--- config.mk ---
export PLATFORM = sky130hd
export DESIGN_NAME = e1_dual_rail_line_interface
export DESIGN_NICKNAME = d
export VERILOG_FILES = /design/src/rtl/e1_line_pkg.sv /design/src/rtl/pin_sync.sv /design/src/rtl/e1_dual_rail_line_interface.sv
export SDC_FILE = /design/constraint.sdc
export NUM_CORES = 1
export LEC_CHECK = 0
export ABC_AREA = 1
export BUFFER_PORTS_ARGS = -buffer_cell sky130_fd_sc_hd__buf_4
export CAP_MARGIN = 20
export CORE_UTILIZATION = 45
export DETAILED_ROUTE_END_ITERATION = 8
export PLACE_DENSITY = 0.66
export REMOVE_ABC_BUFFERS = 1
export SLEW_MARGIN = 30
export SYNTH_ARGS = -nofsm -noshare
export SYNTH_HDL_FRONTEND = slang
export SYNTH_HIERARCHICAL = 1
export SYNTH_SLANG_ARGS = --single-unit
export TNS_END_PERCENT = 20
--- constraint.sdc ---
create_clock -name CLK -period 5.78 [get_ports CLK]
set_input_delay 0.578 -clock CLK [delete_from_list [all_inputs] [get_ports CLK]]
set_output_delay 0.578 -clock CLK [all_outputs]
set_load 0.01 [all_outputs]
--- src/rtl/e1_line_pkg.sv ---
// Overview of operation
// - Signal loss: recovered clock follows master reference
// - Normally recovered clock tracks received line timing
// - Transmit rails captured on transmit clock falling
// - Transmitter stays powered down without transmit clock
// - Strap high selects host mode, serial control
// - Strap low disables serial port, pin control
// - Positive or negative line pulse sets matching rail
// - Receive rails are NRZ, held one bit
// - Host mode: edge select picks valid clock edge
// - Pin mode: rails valid at recovered rising edge
// - Loss after 175 zero bits, clears on density
package e1_line_pkg;

   // Clock of this block and nominal line bit time
   localparam int CLK_PERIOD_NS = 100;
   localparam int BIT_PERIOD_NS = 488;
   // Bit time in block clocks, rounded to nearest since edges re-align it
   localparam int BIT_CYCLES = (BIT_PERIOD_NS + CLK_PERIOD_NS / 2) / CLK_PERIOD_NS;
   localparam int HALF_CYCLES = BIT_CYCLES / 2;
   // Phase loaded into the bit counter when a mark edge is seen
   localparam int ALIGN_PHASE = 1;
   localparam int CNT_W = 8;

   // Signal loss detection figures
   localparam int LOS_SET_ZEROS = 175;
   localparam int LOS_CLR_WINDOW = 32;
   localparam int LOS_CLR_MARKS = 4;
   localparam int LOS_CLR_MAX_ZEROS = 15;
   localparam int LOS_CNT_W = 8;

   // Transmit clock presence timeout, as a time and as clocks
   localparam int TX_CLK_TIMEOUT_NS = 6400;
   localparam int TX_CLK_TIMEOUT_CYCLES = TX_CLK_TIMEOUT_NS / CLK_PERIOD_NS;
   localparam int TXTO_W = 8;

   // Mode strap levels
   localparam logic MODE_HOST = 1'h1;
   localparam logic MODE_PINS = 1'h0;
   // Edge select levels: data valid on rising or falling recovered edge
   localparam logic EDGE_VALID_RISE = 1'h1;
   localparam logic EDGE_VALID_FALL = 1'h0;

endpackage

--- src/rtl/pin_sync.sv ---
`timescale 1ns/1ns
`default_nettype none
// Two-flop synchroniser with one extra stage for edge detection
module pin_sync #(
   parameter int W = 1
) (
   input wire logic clk,
   input wire logic rst,
   input wire logic ce,
   input wire logic [W-1:0] d,
   output logic [W-1:0] q,
   output logic [W-1:0] q_prev
);
   logic [W-1:0] meta_r; // First stage, read only by the second
   logic [W-1:0] meta_nxt;
   logic [W-1:0] q_r;
   logic [W-1:0] q_nxt;
   logic [W-1:0] prev_r;
   logic [W-1:0] prev_nxt;

   // Shift chain; clock enable freezes every stage
   always_comb begin
      meta_nxt = meta_r;
      q_nxt = q_r;
      prev_nxt = prev_r;
      if (ce) begin
         meta_nxt = d;
         q_nxt = meta_r;
         prev_nxt = q_r;
      end
   end

   // Synchronous reset to constants only
   always_ff @(posedge clk) begin
      if (rst) begin
         meta_r <= '0;
         q_r <= '0;
         prev_r <= '0;
      end else begin
         meta_r <= meta_nxt;
         q_r <= q_nxt;
         prev_r <= prev_nxt;
      end
   end

   assign q = q_r;
   assign q_prev = prev_r;
endmodule
`default_nettype wire

--- src/rtl/e1_dual_rail_line_interface.sv ---
`timescale 1ns/1ns
`default_nettype none
// Digital side of an E1 short-haul line interface
module e1_dual_rail_line_interface
   import e1_line_pkg::*;
#(
   parameter int BIT_CLKS = BIT_CYCLES,
   parameter int TX_TIMEOUT = TX_CLK_TIMEOUT_CYCLES
) (
   input wire logic CLK,
   input wire logic RST,
   input wire logic CE,
   input wire logic MCLK_REF,
   input wire logic TX_SAMPLE_CLOCK,
   input wire logic TX_MARK_POSITIVE,
   input wire logic TX_MARK_NEGATIVE,
   input wire logic MODE_STRAP,
   input wire logic OUTPUT_EDGE_SELECT,
   input wire logic RX_LINE_TIP,
   input wire logic RX_LINE_RING,
   output logic RX_MARK_POSITIVE,
   output logic RX_MARK_NEGATIVE,
   output logic RX_RECOVERED_CLOCK,
   output logic SIGNAL_LOSS_FLAG,
   output logic TX_PULSE_POSITIVE,
   output logic TX_PULSE_NEGATIVE,
   output logic TX_POWER_UP,
   output logic SERIAL_PORT_ENABLE
);

   // Every outside input but CLK, RST and CE passes the synchroniser; edges come from stage two and three
   logic [7:0] s_q;
   logic [7:0] s_p;
   pin_sync #(.W(8)) u_sync (
      .clk(CLK),
      .rst(RST),
      .ce(CE),
      .d({MCLK_REF, TX_SAMPLE_CLOCK, TX_MARK_POSITIVE, TX_MARK_NEGATIVE,
          MODE_STRAP, OUTPUT_EDGE_SELECT, RX_LINE_TIP, RX_LINE_RING}),
      .q(s_q),
      .q_prev(s_p)
   );

   logic mclk_s, tx_sample_clock_s, tx_mark_positive_s, tx_mark_negative_s, mode_s, edge_s, tip_s, ring_s;
   assign {mclk_s, tx_sample_clock_s, tx_mark_positive_s, tx_mark_negative_s, mode_s, edge_s, tip_s, ring_s} = s_q;

   // Rising and falling edges of synchronised levels
   function automatic logic rose(input logic now, input logic was);
      return now & ~was;
   endfunction

   logic mclk_rise, mclk_fall, tx_sample_clock_fall, pos_mark, neg_mark, any_mark;
   assign mclk_rise = rose(mclk_s, s_p[7]);
   assign mclk_fall = rose(s_p[7], mclk_s);
   assign tx_sample_clock_fall = rose(s_p[6], tx_sample_clock_s);
   assign pos_mark = rose(tip_s, s_p[1]);
   assign neg_mark = rose(ring_s, s_p[0]);
   assign any_mark = pos_mark | neg_mark;

   // Host mode when strap is high; serial port dead otherwise
   logic host_mode;
   assign host_mode = (mode_s == MODE_HOST);

   // ---------------- Transmit path ----------------
   logic tx_pos_r, tx_pos_nxt; // Captured positive rail
   logic tx_neg_r, tx_neg_nxt; // Captured negative rail
   logic tx_up_r, tx_up_nxt; // Transmitter powered
   logic [TXTO_W-1:0] tx_to_r, tx_to_nxt; // Clocks since last transmit edge

   // Rails taken on the transmit clock falling edge. The rails share the
   // clock's synchroniser delay, so the framer's setup/hold maps over intact.
   always_comb begin
      tx_pos_nxt = tx_pos_r;
      tx_neg_nxt = tx_neg_r;
      tx_up_nxt = tx_up_r;
      tx_to_nxt = tx_to_r;
      if (CE) begin
         if (tx_sample_clock_fall) begin
            tx_to_nxt = '0;
            tx_up_nxt = 1'h1;
            tx_pos_nxt = tx_mark_positive_s;
            tx_neg_nxt = tx_mark_negative_s;
         end else if (tx_to_r >= TXTO_W'(TX_TIMEOUT - 1)) begin
            // Transmit clock gone: power down and stop driving marks
            tx_up_nxt = 1'h0;
            tx_pos_nxt = 1'h0;
            tx_neg_nxt = 1'h0;
         end else begin
            tx_to_nxt = tx_to_r + TXTO_W'(1);
         end
      end
   end

   // Transmit registers
   always_ff @(posedge CLK) begin
      if (RST) begin
         tx_pos_r <= 1'h0;
         tx_neg_r <= 1'h0;
         tx_up_r <= 1'h0;
         tx_to_r <= '0;
      end else begin
         tx_pos_r <= tx_pos_nxt;
         tx_neg_r <= tx_neg_nxt;
         tx_up_r <= tx_up_nxt;
         tx_to_r <= tx_to_nxt;
      end
   end

   // Marks reach the driver only while powered; both at once is the
   // framer's fault and is passed through unchanged.
   assign TX_PULSE_POSITIVE = tx_pos_r & tx_up_r;
   assign TX_PULSE_NEGATIVE = tx_neg_r & tx_up_r;
   assign TX_POWER_UP = tx_up_r;

   // ---------------- Receive clock recovery ----------------
   logic [CNT_W-1:0] cnt_r, cnt_nxt; // Phase inside the bit
   logic loss_r, loss_nxt; // Signal loss flag
   logic line_rise, line_fall, rise_ev, fall_ev, late_mark;

   // Mark past mid-bit starts a new bit at once
   assign late_mark = any_mark && (cnt_r >= CNT_W'(HALF_CYCLES));
   assign line_rise = (cnt_r == CNT_W'(BIT_CLKS - 1)) || late_mark;
   assign line_fall = (cnt_r == CNT_W'(HALF_CYCLES - 1)) && !any_mark;
   // Clock source switches to the master reference on signal loss
   assign rise_ev = loss_r ? mclk_rise : line_rise;
   assign fall_ev = loss_r ? mclk_fall : line_fall;

   // Bit counter: free runs at the nominal rate, re-phased by each mark
   always_comb begin
      cnt_nxt = cnt_r;
      if (CE) begin
         if (any_mark) begin
            cnt_nxt = CNT_W'(ALIGN_PHASE);
         end else if (cnt_r == CNT_W'(BIT_CLKS - 1)) begin
            cnt_nxt = '0;
         end else begin
            cnt_nxt = cnt_r + CNT_W'(1);
         end
      end
   end

   // ---------------- Receive data and clock output ----------------
   logic acc_pos_r, acc_pos_nxt; // Marks seen in the current bit
   logic acc_neg_r, acc_neg_nxt;
   logic stg_pos_r, stg_pos_nxt; // Last finished bit, waiting for output edge
   logic stg_neg_r, stg_neg_nxt;
   logic rx_mark_positive_r, rx_mark_positive_nxt; // Output rails
   logic rx_mark_negative_r, rx_mark_negative_nxt;
   logic rclk_r, rclk_nxt; // Recovered clock output
   logic valid_on_rise;

   // Pin mode always rising; host mode follows the edge select input
   assign valid_on_rise = host_mode ? (edge_s == EDGE_VALID_RISE) : 1'h1;

   // Data rails change on the edge opposite the one they are valid on,
   // giving half a bit of setup and hold to the framer
   always_comb begin
      acc_pos_nxt = acc_pos_r;
      acc_neg_nxt = acc_neg_r;
      stg_pos_nxt = stg_pos_r;
      stg_neg_nxt = stg_neg_r;
      rx_mark_positive_nxt = rx_mark_positive_r;
      rx_mark_negative_nxt = rx_mark_negative_r;
      rclk_nxt = rclk_r;
      if (CE) begin
         if (rise_ev) begin
            // Close the bit; a coincident mark opens the next one
            rclk_nxt = 1'h1;
            stg_pos_nxt = acc_pos_r;
            stg_neg_nxt = acc_neg_r;
            acc_pos_nxt = pos_mark;
            acc_neg_nxt = neg_mark;
            if (!valid_on_rise) begin
               rx_mark_positive_nxt = acc_pos_r;
               rx_mark_negative_nxt = acc_neg_r;
            end
         end else begin
            acc_pos_nxt = acc_pos_r | pos_mark;
            acc_neg_nxt = acc_neg_r | neg_mark;
            if (fall_ev) begin
               rclk_nxt = 1'h0;
               if (valid_on_rise) begin
                  rx_mark_positive_nxt = stg_pos_r;
                  rx_mark_negative_nxt = stg_neg_r;
               end
            end
         end
      end
   end

   // ---------------- Signal loss ----------------
   logic [LOS_CNT_W-1:0] zrun_r, zrun_nxt; // Consecutive zero bits
   logic [LOS_CNT_W-1:0] clean_r, clean_nxt; // Bits since a long zero run
   logic [LOS_CLR_WINDOW-1:0] hist_r, hist_nxt; // Marks of the last window

   // Ones in the history window
   function automatic logic [LOS_CNT_W-1:0] ones(input logic [LOS_CLR_WINDOW-1:0] v);
      logic [LOS_CNT_W-1:0] n;
      n = '0;
      for (int i = 0; i < LOS_CLR_WINDOW; i++) begin
         n = n + LOS_CNT_W'(v[i]);
      end
      return n;
   endfunction

   // Counted per bit on the line's own timing; during loss the master
   // reference paces bits so a dead line still ages the counters
   always_comb begin
      logic mark_bit;
      mark_bit = acc_pos_r | acc_neg_r;
      zrun_nxt = zrun_r;
      clean_nxt = clean_r;
      hist_nxt = hist_r;
      loss_nxt = loss_r;
      if (CE && rise_ev) begin
         hist_nxt = {hist_r[LOS_CLR_WINDOW-2:0], mark_bit};
         if (mark_bit) begin
            zrun_nxt = '0;
         end else if (zrun_r != '1) begin
            zrun_nxt = zrun_r + LOS_CNT_W'(1);
         end
         // A run over the limit restarts the clean window
         if (!mark_bit && zrun_r >= LOS_CNT_W'(LOS_CLR_MAX_ZEROS)) begin
            clean_nxt = '0;
         end else if (clean_r != '1) begin
            clean_nxt = clean_r + LOS_CNT_W'(1);
         end
         if (!loss_r && !mark_bit && zrun_r >= LOS_CNT_W'(LOS_SET_ZEROS)) begin
            loss_nxt = 1'h1;
         end else if (loss_r && clean_nxt >= LOS_CNT_W'(LOS_CLR_WINDOW)
                      && ones(hist_nxt) >= LOS_CNT_W'(LOS_CLR_MARKS)) begin
            loss_nxt = 1'h0;
         end
      end
   end

   // Receive and loss registers
   always_ff @(posedge CLK) begin
      if (RST) begin
         cnt_r <= '0;
         acc_pos_r <= 1'h0;
         acc_neg_r <= 1'h0;
         stg_pos_r <= 1'h0;
         stg_neg_r <= 1'h0;
         rx_mark_positive_r <= 1'h0;
         rx_mark_negative_r <= 1'h0;
         rclk_r <= 1'h0;
         zrun_r <= '0;
         clean_r <= '0;
         hist_r <= '0;
         loss_r <= 1'h0;
      end else begin
         cnt_r <= cnt_nxt;
         acc_pos_r <= acc_pos_nxt;
         acc_neg_r <= acc_neg_nxt;
         stg_pos_r <= stg_pos_nxt;
         stg_neg_r <= stg_neg_nxt;
         rx_mark_positive_r <= rx_mark_positive_nxt;
         rx_mark_negative_r <= rx_mark_negative_nxt;
         rclk_r <= rclk_nxt;
         zrun_r <= zrun_nxt;
         clean_r <= clean_nxt;
         hist_r <= hist_nxt;
         loss_r <= loss_nxt;
      end
   end

   assign RX_MARK_POSITIVE = rx_mark_positive_r;
   assign RX_MARK_NEGATIVE = rx_mark_negative_r;
   assign RX_RECOVERED_CLOCK = rclk_r;
   // Loss is reported on its own pin in both modes
   assign SIGNAL_LOSS_FLAG = loss_r;
   assign SERIAL_PORT_ENABLE = host_mode;

endmodule
`default_nettype wire

==> qor.csv <==
stage;metric;value;unit
synth;syn_area;0.00499;sq mm
place;gp_congestion;0.780;
clock_network;clock_latency;0.37;ns
route;drt-initial-drc-count;171;
sta;slew_violations;0;
setup_path;cp_data_required_time;6.03;ns
sta;setup_viol;0;
global_route;gr-usage-met1;23.1;%
synth;syn_inst;663;
die;die_w;107;microns
sta;hold_violations;0;
synth;yosys_warnings;6;
clock_network;cts_tree;yes;
setup_path;critPathCaptureType;register;
route;ant_nets;0;
global_route;grt_pass1_wl;16300;microns
global_route;antenna_found_initial;0;
setup_path;r2r-end;SIGNAL_LOSS_FLAG;
clock_network;holdBufCountCts;0;
route;drc;0;
clock_network;h-tree-depth;3;
pwr;irDropWorstVdd;0.160;mV
setup_path;reg2reg_from;hist_r[0];
clock_network;clock-sinks;94;
die;floorplan.initialDensity;46.0;%
setup_path;path_max_fanout;3;
die;core_area;0.0108;sq mm
global_route;grt_max_degree;62;
job;maxCapViolCount;0;
pwr;power.internal;978;uW
clock_network;cts-buffers-inserted;9;
pwr;power_density;247;mW/mm^2
setup_path;path_class;reg2reg;
setup_path;worst_setup_path_start_kind;register;
sta;slew_headroom;40.9;%
setup_path;rr_worst_depth;18;
pwr;p_leak;0.00234;uW
finish;nets;716;
min_path;hold-path-endpoint;tx_to_r[6];
global_route;grt_pass1_vias;3660;
global_route;busiest_layer;met2;
finish;syn_to_final_growth;7.32;%
place;dpl.hpwl;6600;microns
min_path;hold_path_class;reg2reg;
die;die_area;0.0115;sq mm
clock_network;post_cts_resized;0;
global_route;grt_remaining_overflow;0;
die;die_y;107;microns
global_route;grt_usage;17.6;%
global_route;use_met2;29.0;%
finish;antenna-diode-count;0;
route;wl_per_cell;11.6;microns
route;vias;3951;
pwr;swShare;25.9;%
clock_network;clockRootBuffer;clkbuf_8;
min_path;worstHoldStart;tx_to_r[6];
die;rows;38;
clock_network;clk_pin_slew;0.09;ns
die;ioPinCount;19;
pwr;power;1320;uW
sta;layout_min_cycle_time;4.70;ns
sta;tightest_slew;0.885;ns
place;io_buffer_count;18;
global_route;grtUsageMet3;2.97;%
min_path;worstHoldPathCells;2;
sta;period_share;81.3;%
pwr;power_frac_seq;51.8;%
route;avgViaCountPerCell;4.87;
sta;max_freq;213;MHz
sta;clock_skew;0.00981;ns
setup_path;crit_arrival;4.95;ns
pwr;pwr-share-comb;11.2;%
finish;drive_gt1_share;7.00;%
route;drt_wl_total;9420;microns
pwr;power.net_switching;342;uW
clock_network;clockBufferDepth;2;
sta;rsz0062_at_grt;false;
pwr;p_clk_share;37.0;%
synth;syn_area_per_cell;7.53;sq um
setup_path;r2r_slack;1.08;ns
route;first_pass_iters;4;
clock_network;postCtsSetupBuffers;0;
sta;final.setup.tns;0;ns
outcome;status;completed;
## critical path, cell delays in order, from the launching register on
cell and delay [ns]:
dfxtp_1 0.36, inv_1 0.07, fa_1 0.56, fa_1 0.44, fa_1 0.50, fa_1 0.55, fa_1 0.45, fa_1 0.50
inv_1 0.04, ha_1 0.20, fa_1 0.39, nand3b_1 0.10, nand2_1 0.05, nand3_1 0.07, inv_1 0.04, nor2_1 0.09
nand2_1 0.06, nand2_1 0.05, a21oi_1 0.06
## routing by layer
| layer | up-vias | part of all wire (%) |
|---|---|---|
| li1 | 2077 | - |
| met1 | 1821 | 50 |
| met2 | 42 | 46 |
| met3 | 11 | 2.4 |
| met4 | 0 | 1.4 |
| met5 | - | 0 |
## power by group through the flow
stage                     logic, uW  registers (uW)  clock network [uW]
after global placement          143             698                   0
final                           148             684                 488
after detailed placement        151             699                   0
after floorplan                 106             696                   0
after CTS                       152             684                 498
after global routing            174             687                 527
## final cells by class
cell class | count | area [sq um]
Fill cell | 1072 | 5490
Timing Repair Buffer | 18 | 135
Clock inverter | 5 | 83.8
Inverter | 115 | 432
Tap cell | 140 | 175
Sequential cell | 94 | 1880
Multi-Input combinational cell | 429 | 2510
Clock buffer | 10 | 138
## placed cells by master (no fill, tap or decap), types with 2 or more instances in the layout
cell and instances:
ha_1 14, a21oi_1 60, o21ai_0 38, inv_1 114, xnor2_1 5, a211oi_2 3, o21bai_1 2, buf_4 18
nand2_1 120, nor3_1 8, o21ai_1 2, dfxtp_1 94, o211ai_1 2, nand4_1 9, nand3_1 31, bufinv_16 2
nor2_1 84, fa_1 24, clkinvlp_4 2, xor2_1 6, a31oi_1 5, nand2_2 3, clkbuf_8 10, nand3b_1 2
## worst max path at each step
stage          startpoint               end  slack, ns
2_1_floorplan   hist_r[0]  SIGNAL_LOSS_FLAG       1.30
3_3_place_gp    hist_r[0]  SIGNAL_LOSS_FLAG       1.19
3_5_place_dp    hist_r[0]  SIGNAL_LOSS_FLAG       1.07
4_1_cts         hist_r[0]  SIGNAL_LOSS_FLAG       1.04
5_1_grt         hist_r[0]  SIGNAL_LOSS_FLAG       0.84
6_report        hist_r[0]  SIGNAL_LOSS_FLAG       1.08
## sequential cells by signal, summed over array words and instances (netlist names), 4 cells and up
| register | count |
|---|---|
| zrun_r | 8 |
| u_sync/q_prev | 4 |
| u_sync/meta_r | 8 |
| tx_to_r | 8 |
| clean_r | 8 |
| cnt_r | 8 |
| u_sync/q | 8 |
| hist_r | 31 |
## metrics by stage
step | hold slack [ns] | cell area [sq um] | setup WS (ns) | utilization, % | std cells
3_5_place_dp | 0.421 | 5130 | 1.07 | 47.4 | 796
2_1_floorplan | 0.409 | 4820 | 1.30 | - | 638
4_1_cts | 0.435 | 5360 | 1.04 | 49.4 | 811
5_1_grt | 0.459 | 5360 | 0.837 | 49.4 | 811
6_report | 0.435 | 5360 | 1.08 | 49.4 | 811
3_3_place_gp | 0.418 | 5130 | 1.19 | 47.4 | 796
Note: power is estimated with default switching activity, not from simulation.
